$ cat src/fsp_pkg.sv
// constants and types for the flag and sync pin configuration block
package fsp_pkg;
  localparam int unsigned ADDR_W         = 16;
  localparam int unsigned DATA_W         = 8;
  localparam int unsigned EV_W           = 3;

  localparam logic [15:0] SYNC_DLY_ADDR  = 16'hFE0D;
  localparam logic [15:0] SYNC_SEL_ADDR  = 16'hFE0E;
  localparam logic [15:0] PIN_FUNC_ADDR  = 16'hFE0F;
  localparam logic [15:0] IRQ_STAT_ADDR  = 16'hFE30;
  localparam logic [15:0] IRQ_MASK_ADDR  = 16'hFE31;

  localparam logic [7:0]  SYNC_DLY_RST   = 8'h00;
  localparam logic [7:0]  SYNC_SEL_RST   = 8'h00;
  localparam logic [7:0]  PIN_FUNC_RST   = 8'h00;
  localparam logic [2:0]  IRQ_MASK_RST   = 3'h0;

  // pin function register fields
  localparam int unsigned IN_FUNC_BIT    = 0;
  localparam int unsigned IN_DEB_BIT     = 1;
  localparam int unsigned IN_POL_BIT     = 2;
  localparam int unsigned OUT_FUNC_BIT   = 3;
  localparam int unsigned OUT_SEL_BIT    = 4;
  localparam int unsigned OUT_POL_BIT    = 5;
  localparam int unsigned B_ILV_BIT      = 6;
  // sync select register field
  localparam int unsigned OUT_REF_BIT    = 3;

  // interrupt status and mask fields
  localparam int unsigned EV_FLAG_I_BIT  = 0;
  localparam int unsigned EV_FLAG_O_BIT  = 1;
  localparam int unsigned EV_SYNC_BIT    = 2;

  // timing
  localparam int unsigned CLK_PERIOD_PS  = 8000;
  localparam int unsigned SYNC_STEP_NS   = 80;
  localparam int unsigned SYNC_STEP_CYC  =
    (SYNC_STEP_NS * 1000) / CLK_PERIOD_PS;
  localparam int unsigned DEBOUNCE_US    = 100;
  localparam int unsigned DEBOUNCE_CYC   =
    (DEBOUNCE_US * 1000000 + CLK_PERIOD_PS - 1) / CLK_PERIOD_PS;
  localparam int unsigned SYNC_CNT_W     = 12;

  typedef enum logic [1:0] {
    SY_IDLE = 2'b00,
    SY_WAIT = 2'b01,
    SY_FIRE = 2'b11
  } fsp_sync_state_type;
endpackage : fsp_pkg

$ cat src/fsp_debounce.sv
// stable-level filter for the flag input, with a bypass
`timescale 1ns/1ps
module fsp_debounce #(
  parameter int unsigned STABLE_CYC = 12500
) (
  input  wire logic clk_sys_i,
  input  wire logic rst_i,
  input  wire logic ce_i,
  input  wire logic bypass_i,
  input  wire logic raw_i,
  output logic      filt_o
);
  localparam int unsigned CNT_W = $clog2(STABLE_CYC + 1);
  localparam logic [CNT_W-1:0] CNT_LAST = CNT_W'(STABLE_CYC - 1);

  logic [CNT_W-1:0] cnt_q;
  logic [CNT_W-1:0] cnt_d;
  logic             filt_q;
  logic             filt_d;

  wire differ = raw_i != filt_q;
  wire done   = differ && cnt_q == CNT_LAST;

  // any glitch back to the held level restarts the count
  assign cnt_d  = (bypass_i || !differ || done) ? '0 : cnt_q + 1'b1;
  assign filt_d = (bypass_i || done) ? raw_i : filt_q;
  assign filt_o = filt_q;

  always_ff @(posedge clk_sys_i) begin
    if (rst_i) begin
      cnt_q  <= '0;
      filt_q <= 1'b0;
    end else if (ce_i) begin
      cnt_q  <= cnt_d;
      filt_q <= filt_d;
    end
  end
endmodule : fsp_debounce

$ cat src/fsp_flag_sync_pin_config.sv
// flag and synchronization dual-purpose pin configuration block
//
// What this block does
// - interleave bit shifts channel B ADC clock by 180 degrees.
// - output polarity 0 drives pin high on flag; 1 drives it low.
// - flag source 0 picks channel A light-load flag, 1 picks channel B.
// - output pin function 0 carries sync output, 1 carries flag output.
// - input polarity 0 means high pin asserts flag; 1 means low pin.
// - debounce bit 0 gives no filter, 1 gives a 100 us filter.
// - input pin function 0 is sync input, 1 is flag input.
// - sync output copies channel C clock when select 0, channel A when 1.
// - sync reference follows input rising edge, delayed in 80 ns steps.
`timescale 1ns/1ps
module fsp_flag_sync_pin_config #(
  parameter int unsigned DEBOUNCE_CYCLES = fsp_pkg::DEBOUNCE_CYC
) (
  input  wire logic                        clk_sys_i,
  input  wire logic                        rst_i,
  input  wire logic                        ce_i,
  input  wire logic [fsp_pkg::ADDR_W-1:0]  addr_i,
  input  wire logic [fsp_pkg::DATA_W-1:0]  wdata_i,
  input  wire logic                        wr_i,
  input  wire logic                        rd_i,
  output logic      [fsp_pkg::DATA_W-1:0]  rdata_o,
  input  wire logic                        dual_in_pin_i,
  output logic                             dual_out_pin_o,
  input  wire logic                        light_load_flag_chan_a_i,
  input  wire logic                        light_load_flag_chan_b_i,
  input  wire logic                        chan_a_clk_i,
  input  wire logic                        chan_c_clk_i,
  input  wire logic                        chan_b_clk_i,
  output logic                             chan_b_adc_clk_o,
  output logic                             flag_input_signal_o,
  output logic                             sync_ref_o,
  output logic                             irq_o
);
  import fsp_pkg::*;

  // register file
  logic [DATA_W-1:0] pin_func_q;
  logic [DATA_W-1:0] sync_dly_q;
  logic [DATA_W-1:0] sync_sel_q;
  logic [EV_W-1:0]   irq_stat_q;
  logic [EV_W-1:0]   irq_stat_d;
  logic [EV_W-1:0]   irq_mask_q;
  logic [DATA_W-1:0] rdata_q;
  logic [DATA_W-1:0] rdata_d;

  wire hit_func = addr_i == PIN_FUNC_ADDR;
  wire hit_dly  = addr_i == SYNC_DLY_ADDR;
  wire hit_sel  = addr_i == SYNC_SEL_ADDR;
  wire hit_stat = addr_i == IRQ_STAT_ADDR;
  wire hit_mask = addr_i == IRQ_MASK_ADDR;

  wire wr_func  = wr_i && hit_func;
  wire wr_dly   = wr_i && hit_dly;
  wire wr_sel   = wr_i && hit_sel;
  wire wr_mask  = wr_i && hit_mask;
  wire rd_stat  = rd_i && hit_stat;

  // field views
  wire in_func  = pin_func_q[IN_FUNC_BIT];
  wire in_deb   = pin_func_q[IN_DEB_BIT];
  wire in_pol   = pin_func_q[IN_POL_BIT];
  wire out_func = pin_func_q[OUT_FUNC_BIT];
  wire out_sel  = pin_func_q[OUT_SEL_BIT];
  wire out_pol  = pin_func_q[OUT_POL_BIT];
  wire b_ilv    = pin_func_q[B_ILV_BIT];
  wire out_ref  = sync_sel_q[OUT_REF_BIT];

  // unmapped addresses read as zero
  wire [DATA_W-1:0] rd_mux =
    hit_func ? pin_func_q :
    hit_dly  ? sync_dly_q :
    hit_sel  ? sync_sel_q :
    hit_stat ? {{(DATA_W-EV_W){1'b0}}, irq_stat_q} :
    hit_mask ? {{(DATA_W-EV_W){1'b0}}, irq_mask_q} :
    '0;

  // read data stand one cycle after rd_i, for as many cycles as rd_i is high
  assign rdata_d = rd_i ? rd_mux : '0;
  assign rdata_o = rdata_q;

  always_ff @(posedge clk_sys_i) begin
    if (rst_i) begin
      pin_func_q <= PIN_FUNC_RST;
      sync_dly_q <= SYNC_DLY_RST;
      sync_sel_q <= SYNC_SEL_RST;
      irq_mask_q <= IRQ_MASK_RST;
      irq_stat_q <= '0;
      rdata_q    <= '0;
    end else if (ce_i) begin
      if (wr_func) pin_func_q <= wdata_i;
      if (wr_dly)  sync_dly_q <= wdata_i;
      if (wr_sel)  sync_sel_q <= wdata_i;
      if (wr_mask) irq_mask_q <= wdata_i[EV_W-1:0];
      irq_stat_q <= irq_stat_d;
      rdata_q    <= rdata_d;
    end
  end

  // output pin path (flag or sync) and channel B ADC clock
  logic out_pin_q;
  logic flag_out_prev_q;
  logic adc_clk_q;

  wire flag_sel = out_sel ? light_load_flag_chan_b_i
                          : light_load_flag_chan_a_i;
  // polarity only matters in flag mode
  wire flag_lvl = flag_sel ^ out_pol;
  wire sync_src = out_ref ? chan_a_clk_i : chan_c_clk_i;
  wire out_d    = out_func ? flag_lvl : sync_src;
  wire flag_out_act = out_func && flag_sel;

  // a 50 percent clock inverted is the half-period shifted copy
  wire adc_clk_d = chan_b_clk_i ^ b_ilv;

  always_ff @(posedge clk_sys_i) begin
    if (rst_i) begin
      out_pin_q       <= 1'b0;
      flag_out_prev_q <= 1'b0;
      adc_clk_q       <= 1'b0;
    end else if (ce_i) begin
      out_pin_q       <= out_d;
      flag_out_prev_q <= flag_out_act;
      adc_clk_q       <= adc_clk_d;
    end
  end

  assign dual_out_pin_o   = out_pin_q;
  assign chan_b_adc_clk_o = adc_clk_q;

  // flag input path
  logic deb_flag;
  logic flag_in_prev_q;

  wire in_asserted = dual_in_pin_i ^ in_pol;

  fsp_debounce #(
    .STABLE_CYC (DEBOUNCE_CYCLES)
  ) u_debounce (
    .clk_sys_i (clk_sys_i),
    .rst_i     (rst_i),
    .ce_i      (ce_i),
    .bypass_i  (!in_deb),
    .raw_i     (in_asserted),
    .filt_o    (deb_flag)
  );

  assign flag_input_signal_o = in_func && deb_flag;

  // sync input path
  fsp_sync_state_type      sy_state_q;
  fsp_sync_state_type      sy_state_d;
  logic [SYNC_CNT_W-1:0]   sy_cnt_q;
  logic [SYNC_CNT_W-1:0]   sy_cnt_d;
  logic                    in_pin_prev_q;

  wire sync_mode = !in_func;
  wire sync_rise = sync_mode && dual_in_pin_i && !in_pin_prev_q;
  wire dly_zero  = sync_dly_q == '0;
  wire [SYNC_CNT_W-1:0] sy_load =
    SYNC_CNT_W'(32'(sync_dly_q) * SYNC_STEP_CYC - 1);

  // edges that arrive while a delay runs are dropped
  always_comb begin
    sy_state_d = sy_state_q;
    sy_cnt_d   = sy_cnt_q;
    unique case (sy_state_q)
      SY_IDLE: begin
        if (sync_rise) begin
          sy_state_d = dly_zero ? SY_FIRE : SY_WAIT;
          sy_cnt_d   = sy_load;
        end
      end
      SY_WAIT: begin
        if (!sync_mode) begin
          sy_state_d = SY_IDLE;
        end else if (sy_cnt_q == '0) begin
          sy_state_d = SY_FIRE;
        end else begin
          sy_cnt_d = sy_cnt_q - 1'b1;
        end
      end
      SY_FIRE: begin
        sy_state_d = SY_IDLE;
      end
      default: begin
        sy_state_d = SY_IDLE;
      end
    endcase
  end

  always_ff @(posedge clk_sys_i) begin
    if (rst_i) begin
      sy_state_q     <= SY_IDLE;
      sy_cnt_q       <= '0;
      // high so a pin already high out of reset gives no false edge
      in_pin_prev_q  <= 1'b1;
      flag_in_prev_q <= 1'b0;
    end else if (ce_i) begin
      sy_state_q     <= sy_state_d;
      sy_cnt_q       <= sy_cnt_d;
      in_pin_prev_q  <= dual_in_pin_i;
      flag_in_prev_q <= flag_input_signal_o;
    end
  end

  assign sync_ref_o = sy_state_q == SY_FIRE;

  // interrupts: a new event beats the clear-on-read
  logic [EV_W-1:0] ev;
  always_comb begin
    ev = '0;
    ev[EV_FLAG_I_BIT]  = flag_input_signal_o && !flag_in_prev_q;
    ev[EV_FLAG_O_BIT]  = flag_out_act && !flag_out_prev_q;
    ev[EV_SYNC_BIT]    = sy_state_q == SY_FIRE;
  end

  assign irq_stat_d = (rd_stat ? '0 : irq_stat_q) | ev;
  assign irq_o      = |(irq_stat_q & irq_mask_q);

  // sampled reset keeps attempts off the edge that releases reset
  wire chk_run = ce_i && !rst_i;
endmodule : fsp_flag_sync_pin_config

$ cat config.mk
export PLATFORM = sky130hd
export DESIGN_NAME = fsp_flag_sync_pin_config
export DESIGN_NICKNAME = d
export VERILOG_FILES = /design/src/fsp_pkg.sv /design/src/fsp_debounce.sv /design/src/fsp_flag_sync_pin_config.sv
export SDC_FILE = /design/constraint.sdc
export NUM_CORES = 1
export LEC_CHECK = 0
export ABC_AREA = 1
export BUFFER_PORTS_ARGS = -buffer_cell sky130_fd_sc_hd__buf_4
export CAP_MARGIN = 20
export CORE_MARGIN = 1
export CORE_UTILIZATION = 49
export DETAILED_ROUTE_END_ITERATION = 10
export PLACE_DENSITY = 0.66
export SYNTH_ARGS = -nofsm -noshare
export SYNTH_HDL_FRONTEND = slang
export SYNTH_SLANG_ARGS = --single-unit
export TNS_END_PERCENT = 100
$ cat constraint.sdc
create_clock -name clk_sys_i -period 4.7 [get_ports clk_sys_i]
set_input_delay 0.235 -clock clk_sys_i [delete_from_list [all_inputs] [get_ports clk_sys_i]]
set_output_delay 0.235 -clock clk_sys_i [all_outputs]
set_load 0.03 [all_outputs]
Word-level counts from Yosys, hierarchy flattened
Index checks and enable logic that the tools add are counted.
W data, S select, Z words.
{"block": "totals", "latch_bits": 0, "ramBits": 0, "regBits": 72, "mem_count": 0, "rom_bits": 0}
{"block": "classes", "n_mux": 20, "div": 0, "n_reduce_logical": 33, "n_eq_ne": 13, "n_mul": 1, "n_shift": 0, "n_lt_le_gt_ge": 0, "addsub": 3, "n_bitwise": 5}
{"cell": "$eq A16 B16 Y1 const B", "count": 5}
{"cell": "$mux W12", "count": 3}
{"cell": "$mux W8", "count": 4}
{"cell": "$pmux W12 S2", "count": 1}
{"cell": "$sub A12 B1 Y12 const B", "count": 2}
{"cell": "$add A14 B1 Y14 const B", "count": 1}
{"cell": "$eq A14 B14 Y1 const B", "count": 1}
{"cell": "$mux W14", "count": 1}
{"cell": "$logic_and A1 B1 Y1", "count": 12}
{"cell": "$logic_not A12 Y1", "count": 1}
{"cell": "$mul A8 B3 Y11 const B", "count": 1}
{"cell": "$reduce_and A2 Y1", "count": 5}
{"cell": "$mux W3", "count": 3}
{"cell": "$logic_not A8 Y1", "count": 1}
{"cell": "$mux W2", "count": 4}
{"cell": "$logic_not A1 Y1", "count": 6}
{"cell": "$ne A2 B2 Y1 const B", "count": 3}
{"cell": "$reduce_and A5 Y1", "count": 1}
{"cell": "$pmux W2 S2", "count": 1}
{"cell": "$and A3 B3 Y3", "count": 1}
{"cell": "$logic_or A1 B1 Y1", "count": 3}
{"cell": "$mux W1", "count": 3}
{"cell": "$ne A3 B3 Y1 const B", "count": 1}
{"cell": "$or A3 B3 Y3", "count": 1}
{"cell": "8 further kinds", "count": 10}

Depth between registers and ports, before layout
Gate-level depths: netlist of run 1.
{"block": "depth", "depth_word": 7, "depth_mapped": 13}

By module
Synthesis of run 1 repeated with hierarchy kept, for this count alone.
{"block": "hier_totals", "cells_unflattened": 647, "area_unflattened_um2": 4342.9}
{"module": "fsp_flag_sync_pin_config", "area_each_um2": 3558.4, "cells_per_inst": 537, "seq_area_each_um2": 1141.1, "n_inst": 1}
{"module": "fsp_debounce", "area_each_um2": 784.5, "cells_per_inst": 110, "seq_area_each_um2": 300.3, "n_inst": 1}

Worst setup path after synthesis of run 1
No wires, ideal clock.
{"block": "synth_path", "path_type": "register to register", "startpoint": "reg sync_dly_q[1]", "endpoint": "reg sy_cnt_q[11]", "synth_period_minus_slack_ps": 2175, "slack_ps": 2525, "t_arrival_ps": 2109, "path_stages_with_launch": 12, "setup_ps": 66, "n_path_buf": 0, "cell_sequence": "dfxtp_1 -> ha_1 -> ha_1 -> fa_1 -> xor2_1 -> nor2_1 -> nand2_1 -> nor2_1 -> nand3_1 -> nand2_1 -> nand3_1 -> a21oi_2"}
{"block": "synth_via", "elab_chain_len": 4}
{"item": "start: declaration", "line": "fsp_flag_sync_pin_config.sv:41", "source": "logic [DATA_W-1:0] sync_dly_q;"}
{"item": "start signal: assignment", "line": "fsp_flag_sync_pin_config.sv:94", "source": "if (wr_dly) sync_dly_q <= wdata_i;"}
{"item": "$mul A8 B3 Y11", "line": "fsp_flag_sync_pin_config.sv:163", "source": "SYNC_CNT_W'(32'(sync_dly_q) * SYNC_STEP_CYC - 1);"}
{"item": "$sub A12 B1 Y12", "line": "fsp_flag_sync_pin_config.sv:163"}
{"item": "$mux W12", "line": "fsp_flag_sync_pin_config.sv:171", "source": "if (sync_rise) begin"}
{"item": "$pmux W12 S2", "line": "fsp_flag_sync_pin_config.sv:169", "source": "unique case (sy_state_q)"}
{"item": "end signal: assignment", "line": "fsp_flag_sync_pin_config.sv:203", "source": "sy_cnt_q <= sy_cnt_d;"}
{"item": "end: declaration", "line": "fsp_flag_sync_pin_config.sv:155", "source": "logic [SYNC_CNT_W-1:0] sy_cnt_q;"}
No other way between the ends. The select of a mux whose other input is x is not followed.
A chain may end at the register's enable or synchronous reset.

Worst setup path after layout of run 1
{"block": "layout_path", "startpoint": "reg sync_dly_q[3]", "endpoint": "reg sy_cnt_q[11]"}
Same word-level chain as after synthesis.

==> results of run 1 <==
-- registers in the layout (all words and copies together) (netlist names), 2 cells and up --
| name | cells |
|---|---|
| irq_mask_q | 3 |
| irq_stat_q | 3 |
| pin_func_q | 8 |
| rdata_o | 8 |
| sy_cnt_q | 12 |
| sy_state_q | 2 |
| sync_dly_q | 8 |
| sync_sel_q | 8 |
| u_debounce.cnt_q | 14 |
-- power by group through the flow --
stage	Combinational, mW	Clock (mW)	Sequential [mW]
detailed placement	0.297	0	0.675
CTS	0.299	0.531	0.661
global route	0.337	0.553	0.666
floorplan	0.226	0	0.672
finish	0.297	0.523	0.661
global placement	0.290	0	0.674
-- path summary, 6_finish.rpt --
path,start,cells past startpoint,end,slack (ps)
min,dual_in_pin_i,3,in_pin_prev_q,130
max reg2reg,sync_dly_q[3],11,sy_cnt_q[11],2240
min reg2reg,sync_sel_q[0],2,sync_sel_q[0],460
max,sync_dly_q[3],11,sy_cnt_q[11],2240
-- synth_stat cells, drive strengths merged --
master / instances
a211oi: 1
a21o: 1
a21oi: 63
a32o: 1
buf: 6
clkbuf: 9
clkinv: 1
dfxtp: 72
fa: 1
ha: 16
inv: 78
mux2: 1
nand2: 134
nand3: 51
nand3b: 1
nand4: 17
nor2: 82
nor3: 19
nor3b: 2
nor4: 2
o21ai: 57
o22ai: 2
o311ai: 1
o31ai: 1
or2: 4
or3: 1
xnor2: 4
xor2: 9
-- cell type report --
| class | count | area share (%) |
|---|---|---|
| clock buffers | 10 | 2.80 |
| clock inverters | 6 | 1.37 |
| inverters | 79 | 6.13 |
| multi-input cells | 471 | 50.4 |
| flip-flops and latches | 72 | 29.3 |
| well taps | 105 | 2.67 |
| repair buffers | 48 | 7.33 |
-- per-layer routing --
metal / track usage [%] / share of wire [%] / wire (um)
met2: 40.8 / 47 / 4810
met3: 4.47 / 3.3 / 339
met1: 31.0 / 47 / 4870
met4: 11.2 / 2.9 / 302
met5: 0 / 0 / 0
-- cell families (layout without fill, tap and decap cells) --
logic type               after synthesis  after routing
flip-flops                            72             72
adder cells (fa/ha/maj)               17             17
XOR/XNOR                              13             13
multiplexers                           1              1
AND/OR/NAND/NOR                      313            313
buffers and inverters                 94            143
AO/OA/AOI/OAI                        127            127
-- stage by stage --
stage | hold slack (ps) | util, %
finish | 126 | 59.0
global route | 154 | 59.0
CTS | 120 | 59.0
detailed placement | 444 | 56.5
global placement | 434 | 56.5
floorplan | 313 | -
-- tightest hold or removal path, delay by kind of cell --
kind | cells | cell delay (ps)
AOI/OAI and AO/OA | 2 | 110
buffers and inverters | 1 | 100
==> impl_metrics.tcl, run 1 <==
set metrics [dict create \
    status "completed" \
    gp_congestion 0.945 \
    die_y_um 95.7 \
    num_io_pins 48 \
    synth_mux_area_share_pct 0.262 \
    worst_slew_margin_rel_pct 65.2 \
    dp_hpwl_um 7740 \
    pre_cts_ws_ps 2310 \
    port_buffers 47 \
    drt-initial-drc-count 152 \
    switching_share_pct 32.0 \
    crit_family "adder cells" \
    grt_pass1_wl_um 17500 \
    path_buf_inv 0 \
    critPathMaxStageDelay_ps 430 \
    synthesis.area_um2 4300 \
    drive_gt1_share_pct 14.7 \
    fin_nets 733 \
    clk_pin_slew_ps 80 \
    cts_root_buf "clkbuf_8" \
    hold_violations 0 \
    fin_cells 791 \
    setup_tns_ps 0 \
    cts_sinks 72 \
    min_period_ps 2460 \
    synthAdderAreaFrac_pct 5.12 \
    crit_type "reg -> reg" \
    cts_buffers 9 \
    track_usage_pct 24.6 \
    path_cells "ha_1, ha_1, fa_1, xor2_1, nor2_1, nand2_1, nor2_1, nand3_1, nand2_1, nand3_1, a21oi_2" \
    report.power.total_mw 1.48 \
    grt_pass1_vias 3900 \
    grt_antenna_before_repair 0 \
    worstSetupEndpointType "flop" \
    synth-simple-area-share_pct 33.5 \
    hold_path_class "in -> reg" \
    dieArea_um2 9150 \
    die_w_um 95.7 \
    cts_tree "built" \
    place_area_um2 4710 \
    worstPathMaxFanout 5 \
    grt_max_degree 41 \
    synth_xor_area_share_pct 2.65 \
    fin_crit_sh_pct 52.2 \
    p_int_mw 1.01 \
    cts_resized 0 \
    avgSynthCellArea_um2 6.75 \
    first_pass_iters 5 \
    rsz0062_at_grt "false" \
    ir_worst_vdd_mv 0.169 \
    yosysTopAreaCell "dfxtp_1" \
    maxSlewViolCount 0 \
    synth_compound_area_share_pct 16.1 \
    rows 33 \
    slowest_stage "fa_1" \
    power_per_cell_area_nw_per_um2 301 \
    start_util_pct 51.6 \
    syn_to_final_growth_pct 14.3 \
    postCtsSetupBuffers 0 \
    max_freq_mhz 407 \
    synth-seq-cells 72 \
    core-area_um2 8340 \
    tightest_slew_ps 520 \
    drc 0 \
    fill_cells 835 \
    routed_wl_um 10300 \
    via_per_inst 5.24 \
    final_common_cell "nand2_1" \
    ant_nets 0 \
    synthTopCellsByArea "dfxtp_1, nand2_1, a21oi_1, inv_1, nor2_1" \
    final-setup-viol-count 0 \
    synth_top_family_by_area "simple AND/OR/NAND/NOR gates" \
    dpl.cell_count 775 \
    final_cell_area_um2 4920 \
    crit_required_ps 5000 \
    overflow 0 \
    switchingPower_uw 474 \
    crit_path_start_kind "flop" \
    yosysSeqAreaShare_pct 33.5 \
    insertion_delay_ps 360 \
    synth_nets 689 \
    final_cell_mix "nand2_1, inv_1, dfxtp_1" \
    register_area_um2 1440 \
    postSynthCellCount 637 \
    yosysWarnings 0 \
    p_leak_nw 2.17 \
    hold_buffers 0 \
    htreeDepth 3 \
    yosysTopAreaCellShare_pct 33.5 \
    routed-via-count 4142 \
    multi_input_area_um2 2480 \
    maxCapViolCount 0 \
    n_antenna_cell 0 \
    clkPwrFrac_pct 35.3 \
    fin_ws_ps 2240 \
    worst_ep_arrival_time_ps 2750 \
    cts_buffer_depth 2 \
    detail_route.wl_per_cell_um 13.0 \
    pwr-share-seq_pct 44.6 \
    finalClockSkew_ps 12.1 \
    ys_types 46 \
    combPwrFrac_pct 20.1 \
]
(Power assumes the default switching activity.)
==> run 2, diff against run 1 <==
PLACE_DENSITY = 0.68   (was 0.66)
clock period = 2.09 ns   (was 4.7 ns; I/O delays follow)
==> run 2 against run 1 <==
Effect of this change: the flow now finishes with violations (negative setup slack); maximum frequency is 17% higher; setup slack got worse by 2300 ps; highest routed layer unchanged; wire length is 0.78% lower.
==> impl_metrics.tcl, run 2 (same netlist as run 1, synthesis figures left out) <==
set metrics [dict create \
    detail_route.wl_per_cell_um 12.7 \
    grt_antenna_before_repair 0 \
    grt_max_degree 29 \
    crit_required_ps 2370 \
    hold_path_class "in -> reg" \
    cts_buffer_depth 2 \
    worstPathMaxFanout 4 \
    clk_pin_slew_ps 80 \
    max_freq_mhz 475 \
    crit_path_start_kind "flop" \
    ir_worst_vdd_mv 0.358 \
    htreeDepth 3 \
    dp_hpwl_um 7840 \
    r2r_slack_ps -20 \
    routed_wl_um 10200 \
    worst_ep_arrival_time_ps 2390 \
    drt-initial-drc-count 162 \
    ant_nets 0 \
    tightest_slew_ps 516 \
    grt_pass1_vias 3874 \
    die_w_um 95.7 \
    r2r_start "sync_dly_q[3]" \
    final_common_cell "nand2_1" \
    path_buf_inv 1 \
    grt_pass1_wl_um 17400 \
    final-setup-viol-count 2 \
    via_per_inst 5.23 \
    status "finished with violations" \
    port_buffers 47 \
    cts_root_buf "clkbuf_8" \
    whs_path_depth 3 \
    worstSetupEndpointType "flop" \
    overflow 0 \
    n_antenna_cell 0 \
    rsz0062_at_grt "true" \
    worst_slew_margin_rel_pct 65.5 \
    p_leak_nw 2.24 \
    routed-via-count 4207 \
    insertion_delay_ps 350 \
    syn_to_final_growth_pct 19.0 \
    die_y_um 95.7 \
    track_usage_pct 24.5 \
    fin_cells 805 \
    violations "negative setup slack" \
    num_io_pins 48 \
    slowest_stage "fa_2" \
    path_cells "ha_4, ha_4, fa_2, inv_2, nand4_1, nor2_2, nand2_2, nor2_2, nand2_1, nand2_1, nand3_2, a21oi_2" \
    fin_crit_sh_pct 101 \
    critPathMaxStageDelay_ps 430 \
    crit_family "adder cells" \
    min_from "dual_in_pin_i" \
    core-area_um2 8340 \
    maxSlewViolCount 0 \
    crit_type "reg -> reg" \
    maxCapViolCount 0 \
    cts_buffers 9 \
    first_pass_iters 5 \
    largest_reg_flops 14 \
    cts_sinks 72 \
    gp_congestion 0.923 \
    holdPathEnd "in_pin_prev_q" \
    rows 33 \
    start_util_pct 51.6 \
    final_cell_mix "nand2_1, inv_1, dfxtp_1" \
    hold_buffers 0 \
    r2r-end "sy_cnt_q[10]" \
    power_per_cell_area_nw_per_um2 650 \
    top_register "u_debounce.cnt_q" \
    finalClockSkew_ps 10.2 \
    drc 0 \
    dieArea_um2 9150 \
    hold_violations 0 \
    fin_nets 747 \
    final_core_util_pct 61.4 \
    reg2regPathDepth 12 \
    dpl.cell_count 787 \
    drive_gt1_share_pct 19.3 \
    cts_tree "built" \
    reg.largest.list "u_debounce.cnt_q x14, sy_cnt_q x12" \
    fin_ws_ps -15.7 \
    min_period_ps 2110 \
]
-- run 2: worst max path at each step --
stage	start	to	slack, ps	depth (start not counted)
after floorplan	sync_dly_q[3]	sy_cnt_q[10]	30	12
after global placement	sync_dly_q[3]	sy_cnt_q[10]	-40	12
after detailed placement	sync_dly_q[3]	sy_cnt_q[10]	-100	12
after CTS	sync_dly_q[3]	sy_cnt_q[10]	-7	12
after global routing	sync_dly_q[3]	sy_cnt_q[11]	-160	12
final	sync_dly_q[3]	sy_cnt_q[10]	-20	12
-- run 2: power breakdown --
group / internal, mW / leakage [nW] / switching (mW) / total (mW)
logic: 0.261 / 1.55 / 0.422 / 0.683
registers: 1.42 / 0.585 / 0.0611 / 1.48
clock network: 0.596 / 0.101 / 0.564 / 1.16
total: 2.28 / 2.24 / 1.05 / 3.33
-- run 2: through the flow --
stage / TNS (ps) / setup slack, ps / instance area, um^2 / hold WS, ps / power, mW
after detailed placement: -174 / -105 / 4830 / 367 / 2.19
after global routing: -520 / -160 / 5120 / 17.2 / 3.51
final: -25.0 / -15.7 / 5120 / 9.44 / 3.33
after global placement: -42.9 / -42.9 / 4830 / 353 / 2.18
after floorplan: 0 / 33.0 / 4330 / 183 / 2.02
after CTS: -6.50 / -6.50 / 5090 / 11.9 / 3.34
-- run 2: worst min-delay path: stages --
cell and delay [ps]:
buf_4 100, a21oi_1 50, o21ai_0 60
-- run 2: area by class of cell --
cell class,instances,area [um^2]
clock inverters,5,63.8
flip-flops and latches,72,1450
fillers,767,3220
multi-input cells,471,2570
repair buffers,62,465
clock buffers,11,141
well taps,105,131
inverters,79,302
-- run 2: timing repair --
| action | 4_1_cts | 5_1_grt |
|---|---|---|
| hold endpoints to repair | 0 | 0 |
| gates resized for setup | 6 | 10 |
| pin swaps | 8 | 5 |
| endpoints found under the setup margin | 4 | 6 |
| buffers inserted | 3 | 1 |
-- run 2: per-layer routing --
metal	part of all wire (%)	vias to the layer above	GRT usage, %
met3	3.4	14	4.55
met1	47	1880	31.1
met5	0	-	0
met4	2.3	0	7.84
met2	48	87	41.6
li1	-	2226	-
==> run 3, diff against run 2 <==
RECOVER_POWER = 25   (was unset)
SETUP_SLACK_MARGIN = 0.2   (was unset)
==> run 3 against run 2 <==
Effect of this change: clock-buffer cell count unchanged; final cell count rose by 0.50%; setup slack got worse by 2.3 ps; the flow still finishes with violations (negative setup slack); clock skew is 1.3 ps lower; power about the same; non-clock buffer count increased by 4; critical path type unchanged; critical endpoint unchanged; wire length shrank 0.47%; critical path depth unchanged; largest power group unchanged; clock power about the same; via count rose by 0.24%.
==> impl_metrics.tcl, run 3 (same netlist as run 1, synthesis figures left out) <==
set metrics [dict create \
    path_cells "ha_4, ha_4, fa_2, inv_2, nand4_1, nor2_1, nand2_1, nor2_2, nand2_1, nand2_1, nand3_2, a21oi_2" \
    top_register "u_debounce.cnt_q" \
    cts_buffer_depth 2 \
    wl_met1_um 4740 \
    worst_slew_margin_rel_pct 64.5 \
    p_int_mw 2.29 \
    final_cell_mix "nand2_1, inv_1, dfxtp_1" \
    min_period_ps 2110 \
    start_util_pct 51.6 \
    routed.top_layer "met4" \
    routed_wl_um 10200 \
    port_buffers 47 \
    crit_required_ps 2370 \
    via_per_inst 5.21 \
    switching_share_pct 31.1 \
    power_per_cell_area_nw_per_um2 649 \
    hold_violations 0 \
    reg.largest.list "u_debounce.cnt_q x14, sy_cnt_q x12" \
    gp_congestion 0.928 \
    slowest_stage "fa_2" \
    largest_reg_flops 14 \
    path_buf_inv 1 \
    status "finished with violations" \
    dieArea_um2 9150 \
    detail_route.wl_per_cell_um 12.6 \
    dpl.cell_count 788 \
    r2r-end "sy_cnt_q[10]" \
    die_w_um 95.7 \
    insertion_delay_ps 340 \
    hold_path_class "in -> reg" \
    dp_hpwl_um 7840 \
    maxCapViolCount 0 \
    holdPathEnd "pin_func_q[5]" \
    track_usage_pct 24.9 \
    fin_nets 751 \
    rows 33 \
    clk_pin_slew_ps 80 \
    tightest_slew_ps 532 \
    die_y_um 95.7 \
    report.power.total_mw 3.33 \
    combPwrFrac_pct 20.9 \
    min_from "wdata_i[5]" \
    htreeDepth 3 \
    cts_buffers 9 \
    grt_max_degree 29 \
    fin_cells 809 \
    r2r_start "sync_dly_q[3]" \
    critPathMaxStageDelay_ps 430 \
    whs_path_depth 3 \
    drive_gt1_share_pct 18.0 \
    wl_met3_um 333 \
    p_leak_nw 2.20 \
    grt_pass1_wl_um 17900 \
    max_freq_mhz 474 \
    cp_common_cell "nand2_1" \
    fin_crit_sh_pct 101 \
    routed-via-count 4217 \
    setup_tns_ps -18.0 \
    pwr-share-seq_pct 44.6 \
    fill_cells 803 \
    fin_ws_ps -18.0 \
    syn_to_final_growth_pct 19.2 \
    n_antenna_cell 0 \
    grt_antenna_before_repair 0 \
    worstSetupEndpointType "flop" \
    crit_path_start_kind "flop" \
    wl_met2_um 4830 \
    cts_root_buf "clkbuf_8" \
    cts_sinks 72 \
    finalClockSkew_ps 8.89 \
    clkPwrFrac_pct 34.5 \
    cts_tree "built" \
    final-setup-viol-count 1 \
    first_pass_iters 4 \
    maxSlewViolCount 0 \
    r2r_slack_ps -20 \
    rsz0062_at_grt "true" \
    worstPathMaxFanout 3 \
    worst_ep_arrival_time_ps 2390 \
    ir_worst_vdd_mv 0.315 \
    final_core_util_pct 61.5 \
    ant_nets 0 \
    violations "negative setup slack" \
    grt_pass1_vias 4026 \
    overflow 0 \
    drc 0 \
    drt-initial-drc-count 195 \
    final_common_cell "nand2_1" \
    crit_type "reg -> reg" \
    core-area_um2 8340 \
    reg2regPathDepth 12 \
    num_io_pins 48 \
    switchingPower_mw 1.04 \
    crit_family "adder cells" \
]
-- run 3: metrics by stage --
step	hold WS, ps	area [um^2]	setup slack, ps
after global routing	29.1	5130	-145
final	29.9	5130	-18.0
after global placement	353	4840	-46.0
after detailed placement	359	4840	-80.5
after CTS	16.0	5110	-12.1
after floorplan	183	4330	33.0
-- run 3: layout make-up --
class / count / area [um^2] / area share (%)
Clock inverter: 5 / 63.8 / 1.24
Sequential cell: 72 / 1450 / 28.3
Inverter: 79 / 302 / 5.88
Timing Repair Buffer: 66 / 453 / 8.83
Multi-Input combinational cell: 471 / 2590 / 50.5
Clock buffer: 11 / 141 / 2.76
Tap cell: 105 / 131 / 2.56
-- run 3: power by group through the flow --
stage / Combinational, mW / Clock, mW / Sequential (mW)
2_1_floorplan: 0.508 / 0 / 1.51
3_3_place_gp: 0.666 / 0 / 1.52
3_5_place_dp: 0.672 / 0 / 1.52
4_1_cts: 0.678 / 1.18 / 1.48
5_1_grt: 0.789 / 1.24 / 1.50
6_report: 0.695 / 1.15 / 1.48
-- run 3: repair_timing --
action                                  in CTS  in global routing
gates resized for setup                      9                 12
hold endpoints to repair                     1                  0
endpoints found under the setup margin       6                  8
setup buffers                                2                  2
pin swaps                                   11                 11
hold buffers                                 1                  0
-- run 3: worst register-to-register path, cell delays in order (launching register included) --
cell and delay [ps]:
dfxtp_4 360, ha_4 270, ha_4 120, fa_2 440, inv_2 80, nand4_1 110, nor2_1 150, nand2_1 110
nor2_2 120, nand2_1 60, nand2_1 70, nand3_2 60, a21oi_2 100
-- run 3: how the worst max path moves through the flow --
stage	start	end	depth (start not counted)	slack, ps
2_1_floorplan	sync_dly_q[3]	sy_cnt_q[10]	12	30
3_3_place_gp	sync_dly_q[3]	sy_cnt_q[10]	12	-50
3_5_place_dp	sync_dly_q[2]	sy_cnt_q[10]	12	-80
4_1_cts	sync_dly_q[3]	sy_cnt_q[10]	12	-10
5_1_grt	sync_dly_q[3]	sy_cnt_q[11]	12	-150
6_report	sync_dly_q[3]	sy_cnt_q[10]	12	-20
-- run 3: layer usage --
layer	vias to the layer above	global-route usage, %
met5	-	0
met4	0	10.1
met3	20	3.27
met2	76	42.2
met1	1895	31.8
li1	2226	-
